`src/hdl/tmr_pkg.sv`:
```
/*
 * Shared constants for the capture/compare/PWM timer: widths, channel
 * count, mode codes, dead-time counter width and synchroniser depth.
 * Assumes one clock domain; all users import the whole package.
 */
package tmr_pkg;
    localparam int CNT_WIDTH_DEF = 16;
    localparam int NUM_CH_DEF = 3;
    localparam int DT_WIDTH = 8;
    localparam int MODE_WIDTH = 2;
    localparam logic [MODE_WIDTH-1:0] MODE_OFF = 2'h0;
    localparam logic [MODE_WIDTH-1:0] MODE_CAPTURE = 2'h1;
    localparam logic [MODE_WIDTH-1:0] MODE_COMPARE = 2'h2;
    localparam logic [MODE_WIDTH-1:0] MODE_PWM = 2'h3;
    localparam int SYNC_STAGES = 3;
endpackage

```
`src/hdl/tmr_deadtime.sv`:
```
/*
 * Dead-time generator for one complementary PWM pair.
 * Assumes pwm_in is a clean same-clock level and dt_cycles is stable.
 */
`timescale 1ns/1ns
module tmr_deadtime
    import tmr_pkg::*;
(
    input wire logic clk,
    input wire logic nrst,
    input wire logic enable,
    input wire logic pwm_in,
    input wire logic [DT_WIDTH-1:0] dt_cycles,
    output logic out_hi,
    output logic out_lo
);
    logic [DT_WIDTH-1:0] dt_cnt_reg;
    logic prev_reg;

    always_ff @(posedge clk or negedge nrst) begin
        if (!nrst) begin
            prev_reg <= 1'b0;
            dt_cnt_reg <= '0;
        end else begin
            prev_reg <= pwm_in;
            if (pwm_in != prev_reg) begin
                dt_cnt_reg <= dt_cycles;
            end else if (dt_cnt_reg != '0) begin
                dt_cnt_reg <= dt_cnt_reg - 1'b1;
            end
        end
    end

    // Both legs low while the gap runs, so the pair never overlaps
    always_ff @(posedge clk or negedge nrst) begin
        if (!nrst) begin
            out_hi <= 1'b0;
            out_lo <= 1'b0;
        end else if (!enable) begin
            out_hi <= pwm_in;
            out_lo <= ~pwm_in;
        end else begin
            out_hi <= pwm_in && prev_reg && (dt_cnt_reg == '0);
            out_lo <= !pwm_in && !prev_reg && (dt_cnt_reg == '0);
        end
    end

    property p_no_overlap;
        @(posedge clk) disable iff (!nrst)
        enable |-> !(out_hi && out_lo);
    endproperty
    a_no_overlap: assert property (p_no_overlap) else $error("dead-time legs overlap");

    property p_gap_start;
        @(posedge clk) disable iff (!nrst)
        (enable && (pwm_in != prev_reg)) |=> (!out_hi && !out_lo);
    endproperty
    a_gap_start: assert property (p_gap_start) else $error("dead time not started");
endmodule

```
`src/hdl/tmr_core.sv`:
```
/*
 * Timer/counter with capture, compare and PWM channels, event counting,
 * trigger outputs toward the event routing network and optional dead time.
 * Assumes configuration inputs are static-ish levels on clk; event and
 * capture inputs may come from pins and are synchronised here.
 */
// How it works
// - One counter per instance, its width set by CNT_WIDTH to 16 or 32.
// - Up to three channels, each set on its own to capture, compare or PWM.
// - In capture mode the counter value is stored on the selected input edge.
// - In compare mode the channel output shows whether counter is below threshold.
// - In PWM mode the output follows the compare value, reloaded each period.
// - Where enabled, a dead time is put between complementary PWM edges.
// - The counter can count external events and emits routing triggers.
`timescale 1ns/1ns
module tmr_core
    import tmr_pkg::*;
#(
    parameter int CNT_WIDTH = CNT_WIDTH_DEF,
    parameter int NUM_CH = NUM_CH_DEF,
    parameter bit HAS_DEADTIME = 1'b1
)(
    input wire logic clk,
    input wire logic nrst,
    input wire logic run,
    input wire logic count_events,
    input wire logic event_in,
    input wire logic [CNT_WIDTH-1:0] top_value,
    input wire logic [NUM_CH*MODE_WIDTH-1:0] ch_mode,
    input wire logic [NUM_CH-1:0] cap_falling,
    input wire logic [NUM_CH-1:0] cap_in,
    input wire logic [NUM_CH*CNT_WIDTH-1:0] cmp_wdata,
    input wire logic [NUM_CH-1:0] cmp_we,
    input wire logic dt_enable,
    input wire logic [DT_WIDTH-1:0] dt_cycles,
    input wire logic ovf_clear,
    output logic [CNT_WIDTH-1:0] count,
    output logic ovf_flag,
    output logic [NUM_CH*CNT_WIDTH-1:0] cap_value,
    output logic [NUM_CH-1:0] cap_valid,
    output logic [NUM_CH-1:0] ch_out,
    output logic [NUM_CH-1:0] ch_out_n,
    output logic ovf_trig,
    output logic [NUM_CH-1:0] ch_trig
);
    // ----------------------------------------------------------------
    // Input synchronisers
    // ----------------------------------------------------------------
    localparam int NS = NUM_CH + 1;
    logic [SYNC_STAGES-1:0] sync_reg [NS];
    logic [NS-1:0] level_reg;
    logic [NS-1:0] rise;
    logic [NS-1:0] fall;
    logic [NS-1:0] raw_in;

    assign raw_in = {event_in, cap_in};

    // Stage 0 only feeds stage 1; change taken once stages 1 and 2 agree
    always_ff @(posedge clk or negedge nrst) begin
        if (!nrst) begin
            for (int i = 0; i < NS; i++) begin
                sync_reg[i] <= '0;
            end
            level_reg <= '0;
        end else begin
            for (int i = 0; i < NS; i++) begin
                sync_reg[i] <= {sync_reg[i][SYNC_STAGES-2:0], raw_in[i]};
                if (sync_reg[i][1] == sync_reg[i][2]) begin
                    level_reg[i] <= sync_reg[i][2];
                end
            end
        end
    end

    always_comb begin
        for (int i = 0; i < NS; i++) begin
            rise[i] = (sync_reg[i][1] == sync_reg[i][2]) && sync_reg[i][2] && !level_reg[i];
            fall[i] = (sync_reg[i][1] == sync_reg[i][2]) && !sync_reg[i][2] && level_reg[i];
        end
    end

    // ----------------------------------------------------------------
    // Counter
    // ----------------------------------------------------------------
    logic tick;
    logic wrap;
    assign tick = run && (count_events ? rise[NUM_CH] : 1'b1);
    assign wrap = tick && (count >= top_value);

    always_ff @(posedge clk or negedge nrst) begin
        if (!nrst) begin
            count <= '0;
        end else if (tick) begin
            count <= wrap ? '0 : count + 1'b1;
        end
    end

    // Set wins over a clear in the same cycle
    always_ff @(posedge clk or negedge nrst) begin
        if (!nrst) begin
            ovf_flag <= 1'b0;
        end else if (wrap) begin
            ovf_flag <= 1'b1;
        end else if (ovf_clear) begin
            ovf_flag <= 1'b0;
        end
    end

    always_ff @(posedge clk or negedge nrst) begin
        if (!nrst) begin
            ovf_trig <= 1'b0;
        end else begin
            ovf_trig <= wrap;
        end
    end

    // ----------------------------------------------------------------
    // Channels
    // ----------------------------------------------------------------
    function automatic logic [MODE_WIDTH-1:0] mode_of(input int ch,
            input logic [NUM_CH*MODE_WIDTH-1:0] m);
        mode_of = m[ch*MODE_WIDTH +: MODE_WIDTH];
    endfunction

    logic [CNT_WIDTH-1:0] cmp_reg [NUM_CH];
    logic [CNT_WIDTH-1:0] buf_reg [NUM_CH];
    logic [NUM_CH-1:0] wave_reg;
    logic [NUM_CH-1:0] match;

    always_comb begin
        for (int c = 0; c < NUM_CH; c++) begin
            match[c] = (count == cmp_reg[c]);
        end
    end

    // PWM takes the written value only at wrap, so each period is clean
    always_ff @(posedge clk or negedge nrst) begin
        if (!nrst) begin
            for (int c = 0; c < NUM_CH; c++) begin
                cmp_reg[c] <= '0;
                buf_reg[c] <= '0;
            end
        end else begin
            for (int c = 0; c < NUM_CH; c++) begin
                if (cmp_we[c]) begin
                    buf_reg[c] <= cmp_wdata[c*CNT_WIDTH +: CNT_WIDTH];
                end
                if (mode_of(c, ch_mode) != MODE_PWM && cmp_we[c]) begin
                    cmp_reg[c] <= cmp_wdata[c*CNT_WIDTH +: CNT_WIDTH];
                end else if (mode_of(c, ch_mode) == MODE_PWM && wrap) begin
                    cmp_reg[c] <= buf_reg[c];
                end
            end
        end
    end

    always_ff @(posedge clk or negedge nrst) begin
        if (!nrst) begin
            cap_value <= '0;
            cap_valid <= '0;
        end else begin
            for (int c = 0; c < NUM_CH; c++) begin
                cap_valid[c] <= 1'b0;
                if (mode_of(c, ch_mode) == MODE_CAPTURE &&
                        (cap_falling[c] ? fall[c] : rise[c])) begin
                    cap_value[c*CNT_WIDTH +: CNT_WIDTH] <= count;
                    cap_valid[c] <= 1'b1;
                end
            end
        end
    end

    always_ff @(posedge clk or negedge nrst) begin
        if (!nrst) begin
            wave_reg <= '0;
            ch_trig <= '0;
        end else begin
            for (int c = 0; c < NUM_CH; c++) begin
                case (mode_of(c, ch_mode))
                    MODE_COMPARE: wave_reg[c] <= (count < cmp_reg[c]);
                    MODE_PWM: wave_reg[c] <= (count < cmp_reg[c]);
                    default: wave_reg[c] <= 1'b0;
                endcase
                ch_trig[c] <= (mode_of(c, ch_mode) == MODE_CAPTURE) ?
                    (cap_falling[c] ? fall[c] : rise[c]) :
                    (mode_of(c, ch_mode) != MODE_OFF && match[c]);
            end
        end
    end

    // ----------------------------------------------------------------
    // Outputs with optional dead time
    // ----------------------------------------------------------------
    for (genvar g = 0; g < NUM_CH; g++) begin : g_ch
        if (HAS_DEADTIME) begin : g_dt
            tmr_deadtime u_dt (
                .clk(clk),
                .nrst(nrst),
                .enable(dt_enable),
                .pwm_in(wave_reg[g]),
                .dt_cycles(dt_cycles),
                .out_hi(ch_out[g]),
                .out_lo(ch_out_n[g])
            );
        end else begin : g_nodt
            always_ff @(posedge clk or negedge nrst) begin
                if (!nrst) begin
                    ch_out[g] <= 1'b0;
                    ch_out_n[g] <= 1'b0;
                end else begin
                    ch_out[g] <= wave_reg[g];
                    ch_out_n[g] <= ~wave_reg[g];
                end
            end
        end
    end

    // ----------------------------------------------------------------
    // Checks
    // ----------------------------------------------------------------
    property p_wrap_zero;
        @(posedge clk) disable iff (!nrst)
        wrap |=> (count == '0);
    endproperty
    a_wrap_zero: assert property (p_wrap_zero) else $error("counter did not wrap");

    property p_step;
        @(posedge clk) disable iff (!nrst)
        (tick && !wrap) |=> (count == $past(count) + 1'b1);
    endproperty
    a_step: assert property (p_step) else $error("counter did not step");

    property p_hold;
        @(posedge clk) disable iff (!nrst)
        !tick |=> $stable(count);
    endproperty
    a_hold: assert property (p_hold) else $error("counter moved without tick");

    property p_ovf_set;
        @(posedge clk) disable iff (!nrst)
        wrap |=> ovf_flag;
    endproperty
    a_ovf_set: assert property (p_ovf_set) else $error("overflow flag not set");

    property p_ovf_clr;
        @(posedge clk) disable iff (!nrst)
        (ovf_clear && !wrap) |=> !ovf_flag;
    endproperty
    a_ovf_clr: assert property (p_ovf_clr) else $error("overflow flag not cleared");

    property p_ovf_trig;
        @(posedge clk) disable iff (!nrst)
        wrap |=> ovf_trig;
    endproperty
    a_ovf_trig: assert property (p_ovf_trig) else $error("overflow trigger missing");

    property p_cap;
        @(posedge clk) disable iff (!nrst)
        (mode_of(NUM_CH-1, ch_mode) == MODE_CAPTURE &&
            (cap_falling[NUM_CH-1] ? fall[NUM_CH-1] : rise[NUM_CH-1]))
            |=> cap_valid[NUM_CH-1] &&
            cap_value[NUM_CH*CNT_WIDTH-1 -: CNT_WIDTH] == $past(count);
    endproperty
    a_cap: assert property (p_cap) else $error("capture value wrong");

    property p_cmp;
        @(posedge clk) disable iff (!nrst)
        (mode_of(0, ch_mode) == MODE_COMPARE) |=> wave_reg[0] == ($past(count) < $past(cmp_reg[0]));
    endproperty
    a_cmp: assert property (p_cmp) else $error("compare output wrong");

    property p_pwm_reload;
        @(posedge clk) disable iff (!nrst)
        (mode_of(0, ch_mode) == MODE_PWM && wrap) |=> cmp_reg[0] == $past(buf_reg[0]);
    endproperty
    a_pwm_reload: assert property (p_pwm_reload) else $error("PWM reload missed");

    property p_off_low;
        @(posedge clk) disable iff (!nrst)
        (mode_of(0, ch_mode) == MODE_OFF) |=> !wave_reg[0];
    endproperty
    a_off_low: assert property (p_off_low) else $error("idle channel active");
endmodule

```
`config.mk`:
```
export PLATFORM = sky130hd
export DESIGN_NAME = tmr_core
export DESIGN_NICKNAME = d
export VERILOG_FILES = /design/src/hdl/tmr_pkg.sv /design/src/hdl/tmr_deadtime.sv /design/src/hdl/tmr_core.sv
export SDC_FILE = /design/constraint.sdc
export NUM_CORES = 1
export LEC_CHECK = 0
export BUFFER_PORTS_ARGS = -buffer_cell sky130_fd_sc_hd__buf_4
export CAP_MARGIN = 20
export CORE_ASPECT_RATIO = 0.75
export CORE_MARGIN = 1
export CORE_UTILIZATION = 39
export CTS_CLUSTER_SIZE = 12
export DETAILED_ROUTE_END_ITERATION = 10
export PLACE_DENSITY = 0.67
export SLEW_MARGIN = 20
export SYNTH_ARGS = -nofsm -noshare
export SYNTH_HDL_FRONTEND = slang
export SYNTH_SLANG_ARGS = --single-unit
```
`constraint.sdc`:
```
create_clock -name clk -period 3.5 [get_ports clk]
set_input_delay 0.525 -clock clk [delete_from_list [all_inputs] [get_ports clk]]
set_output_delay 0.525 -clock clk [all_outputs]
set_load 0.01 [all_outputs]
```
== Word level (Yosys, flattened, before mapping) ==
Cells that the tools add are included.
Cells by class
  $add $sub $neg: 4
  magnitude comparators: 4
  eq/ne operators: 22
  multiplexer cells: 34
  bitwise operators: 3
  reductions and logical operators: 72
Operators by type and width (number)
  $mux W16: 7
  $eq A16 B16 Y1: 3
  $lt A16 B16 Y1: 3
  $mux W8: 6
  $logic_and A1 B1 Y1: 40
  $logic_not A8 Y1: 3
  $reduce_bool A8 Y1: 3
  $sub A8 B1 Y8 const B: 3
  $mux W1: 21
  $reduce_bool A2 Y1: 10
  $add A16 B1 Y16 const B: 1
  $ge A16 B16 Y1: 1
  $logic_not A1 Y1: 13
  $eq A2 B2 Y1 const B: 6
  $eq A2 B1 Y1 const B: 3
  $ne A2 B2 Y1 const B: 3
  $reduce_or A2 Y1: 3
  $eq A1 B1 Y1: 4
  $ne A1 B1 Y1: 3
  $not A1 Y1: 3
Storage, ports and cells
  bits in registers: 220
  bits of input ports: 94
  output and inout bits: 78

== Depth between registers and ports, before layout ==
  word-level depth: 9
  depth in mapped cells: 9
  mapped depth without buffers: 8

== Hierarchy ==
A second synthesis with hierarchy kept.
Second synthesis, totals
  cells, all modules: 1100
  area, all modules: 11533.6 um^2
Modules (own cells, without submodules)
  tmr_core: instances 1, cells an instance 890, area an instance 9566.7 um^2, sequential area each 4679.5 um^2
  tmr_deadtime: instances 3, cells an instance 70, area an instance 655.6 um^2, sequential area each 275.3 um^2

== Least setup slack after synthesis ==
OpenSTA, ideal clock, no wires.
  kind: input-to-reg
  start: in top_value[13]
  end: reg cmp_reg[21] (netlist name)
  setup time: 146 ps
  arrival: 2373 ps
  slack: 981 ps
  stages on the path: 9
  buffers on the path: 1
  cells stage by stage: inv_1 ha_1 and4_4 nand2_2 or4_4 a311o_4 buf_6 o22ai_2 a31oi_1
Between the ends
  cells in the longest elaborated chain, start to end: 4
RTL lines
  start: declaration: RTL line tmr_core.sv:28  | input wire logic [CNT_WIDTH-1:0] top_value,
  $ge A16 B16 Y1: RTL line tmr_core.sv:88  | assign wrap = tick && (count >= top_value);
  $logic_and A1 B1 Y1: RTL line tmr_core.sv:88
  $logic_and A1 B1 Y1: RTL line tmr_core.sv:150  | end else if (mode_of(c, ch_mode) == MODE_PWM && wrap) begin
  $reduce_bool A2 Y1 (no line)
  end signal: indexed assignment: RTL line tmr_core.sv:149  | cmp_reg[c] <= cmp_wdata[c*CNT_WIDTH +: CNT_WIDTH];
  end signal: indexed assignment: RTL line tmr_core.sv:151  | cmp_reg[c] <= buf_reg[c];
  end: declaration: RTL line tmr_core.sv:125  | logic [CNT_WIDTH-1:0] cmp_reg [NUM_CH];
Every way passes these cells.
A chain may end at the register's enable or synchronous reset.

== Worst setup path in the final report ==
  start: reg count[0]
  end: reg cmp_reg[38] (netlist name)
Between the ends
  cells in the longest elaborated chain, start to end: 4
RTL lines
  start: declaration: RTL line tmr_core.sv:37  | output logic [CNT_WIDTH-1:0] count,
  start signal: assignment: RTL line tmr_core.sv:94  | count <= wrap ? '0 : count + 1'b1;
  $ge A16 B16 Y1: RTL line tmr_core.sv:88
  $logic_and A1 B1 Y1: RTL line tmr_core.sv:88
  $logic_and A1 B1 Y1: RTL line tmr_core.sv:150
  $reduce_bool A2 Y1 (no line)
Every way passes these cells.

==> impl_metrics.env <==
export IMPL_status="finished, final reports clean"
export IMPL_p_clk_frac=0.337
export IMPL_p_sw_frac=0.3031
export IMPL_grt_pass1_wl_um=46610
export IMPL_hp_start="event_in"
export IMPL_chipWidth_um=194.2
export IMPL_p_total_mw=7.724
export IMPL_coreArea_um2=27130
export IMPL_synthFlopType="dfrtp_1"
export IMPL_area_growth_pct=23.19
export IMPL_period_share=0.7843
export IMPL_hp_class="primary input to flop"
export IMPL_period_minus_slack_ns=2.745
export IMPL_ys_async_sr_fraction=1.000
export IMPL_start_kind="flop"
export IMPL_dieHeight_um=146.2
export IMPL_via_per_inst=5.208
export IMPL_drt_iter0_drc=505
export IMPL_via_count=8223
export IMPL_yosysWarnings=0
export IMPL_synth_seq_area_share=0.5093
export IMPL_cap_violations=0
export IMPL_min_path_cells=1
export IMPL_grt_usage=0.2096
export IMPL_post_place_cells=1536
export IMPL_r2r_cells=9
export IMPL_cp_max_fo=30
export IMPL_fin_skew_ns=0.01481
export IMPL_std_cell_rows=52
export IMPL_power_density_nw_per_um2=580.0
export IMPL_ir_drop_v=0.0002789
export IMPL_cts_setup_buffers=0
export IMPL_setup_tns_ns=0
export IMPL_num_antenna_cells=0
export IMPL_drt_first_pass_iters=5
export IMPL_hold_viol=0
export IMPL_die_area_um2=28400
export IMPL_slew_viol_final=0
export IMPL_crit_end="cmp_reg[38]$_DFFE_PN0P_"
export IMPL_postCtsHoldBufs=1
export IMPL_start_util=0.3985
export IMPL_worst_slew_pin_slew_ns=0.9156
export IMPL_crit_required_ns=3.91
export IMPL_cp_end_kind="flop"
export IMPL_ctsResizeCount=0
export IMPL_wl_per_cell_um=18.53
export IMPL_p_sw_mw=2.341
export IMPL_clock_root_buffer="clkbuf_16"
export IMPL_ant_nets=0
export IMPL_grt_max_degree=71
export IMPL_slew_headroom=0.3881
export IMPL_htreeDepth=1
export IMPL_final_cell_mix="220 x dfrtp_1, 193 x buf_4, 177 x nand2_1, 97 x inv_1, 84 x ha_1"
export IMPL_cts_reportedPaths_clkPinSlew_ns=0.06
export IMPL_rsz0062_at_grt="false"
export IMPL_p_int_mw=5.383
export IMPL_drc_errors=0
export IMPL_worstReg2RegStart="count[0]$_DFFE_PN0P_"
export IMPL_gp_congestion=0.8243
export IMPL_reg2reg_slack_ns=0.75
export IMPL_setup_viol=0
export IMPL_synth_edf_count=0
export IMPL_drt_wl_total_um=29260
export IMPL_dpl_hpwl_um=21110
export IMPL_critical_path_class="flop to flop"
export IMPL_final_cells=1579
export IMPL_synth_seq_cells=220
export IMPL_leakage_nw=6.696
export IMPL_final_common_cell="dfrtp_1"
export IMPL_clock_sinks=220
export IMPL_cts_buffer_depth=3
export IMPL_synthesis_nets=1215
export IMPL_timing_fmax_ghz=0.3643
export IMPL_ys_types=62
export IMPL_cts_tree="yes"
export IMPL_cts_buffers_inserted=24
export IMPL_insertion_delay_ns=0.52
export IMPL_netlist_area_um2=10810
export IMPL_pre_cts_ws_ns=0.6566
export IMPL_r2r_end="cmp_reg[38]$_DFFE_PN0P_"
export IMPL_nFillCells=2487
export IMPL_ioPinCount=172
export IMPL_synthCells=1037
export IMPL_grt_pass1_vias=8230
export IMPL_setup_ws_ns=0.7548
export IMPL_antenna_found_initial=1
export IMPL_seq_power_share=0.417
export IMPL_nNetsFinal=1390
export IMPL_combinationalPowerShare=0.246
export IMPL_worstPathArrival_ns=3.16
export IMPL_critical_path_startpoint="count[0]$_DFFE_PN0P_"
export IMPL_port_buffers=171
export IMPL_drive_gt1_frac=0.2557
export IMPL_grt_overflow=0
export IMPL_syn_avg_cell_area_um2=10.42
[worst max-delay path, stage by stage, from the launching register on]
cell and delay, ns:
dfrtp_1 0.45, inv_1 0.09, ha_1 0.27, nand2b_1 0.15, a2111oi_2 0.56, or4_4 0.24
a311o_1 0.18, buf_4 0.34, o22ai_1 0.15, a31oi_1 0.20
[layout make-up]
class	instances	area (µm²)	share of cell area
sequential	220	5505	0.4134
multi-input combinational	673	4698	0.3528
timing repair buffer	196	1494	0.1122
clock buffer	40	782.0	0.05872
tap	351	439.2	0.03298
inverter	97	364.1	0.02734
clock inverter	2	35.03	0.002631
[routing by layer]
layer / track usage / wire length (µm) / up-vias
met3: 0.04920 / 2157 / 52
met2: 0.3059 / 12280 / 262
met1: 0.3109 / 14080 / 3949
met5: 0 / 12 / -
li1: - / - / 3958
met4: 0.05357 / 729 / 2
[cell usage after synthesis, drive strengths merged, types with 16 or more instances]
cell type	count	share of area
clkbuf	29	0.010
mux2	46	0.048
a21oi	20	0.0093
nand2	180	0.063
nand3	16	0.0074
dfrtp	220	0.51
a31oi	40	0.023
nor2	28	0.010
inv	97	0.034
o22ai	47	0.035
xnor2	18	0.015
o21ai	66	0.031
buf	18	0.013
ha	84	0.097
[logic make-up (layout without fill, tap and decap cells)]
family                   count (synthesis)  after routing  share of synthesized area
adder cells (fa/ha/maj)                 84             84                    0.09722
AND/OR/NAND/NOR                        291            291                     0.1243
flip-flops                             220            220                     0.5093
multiplexers                            48             48                    0.04977
XOR/XNOR                                28             28                    0.02268
buffers and inverters                  144            335                    0.05636
AO/OA/AOI/OAI                          222            222                     0.1404
[power by group through the flow]
stage	Clock [mW]	Sequential, mW	Combinational [mW]
after floorplan	0	3.30	1.02
after global placement	0	3.25	1.86
after detailed placement	0	3.26	1.91
after CTS	2.67	3.22	1.92
after global routing	2.76	3.27	2.15
final	2.60	3.22	1.90
[per-stage QoR]
stage	hold slack (ns)	cell area, µm²	utilization
finish	0.1139	13320	0.4909
floorplan	0.2294	10810	-
global route	0.09425	13320	0.4909
detailed placement	0.3379	12490	0.4603
global placement	0.3340	12490	0.4603
CTS	0.09084	13320	0.4908
[worst min-delay path by stage]
| stage | to | slack, ns |
|---|---|---|
| 6_report | sync_reg[0]$_DFF_PN0_ | 0.11 |
| 5_1_grt | sync_reg[0]$_DFF_PN0_ | 0.09 |
| 2_1_floorplan | buf_reg[0]$_DFFE_PN0P_ | 0.23 |
| 4_1_cts | sync_reg[0]$_DFF_PN0_ | 0.09 |
| 3_3_place_gp | sync_reg[7]$_DFF_PN0_ | 0.33 |
| 3_5_place_dp | sync_reg[4]$_DFF_PN0_ | 0.34 |
Power figures use the tool's default switching activity.
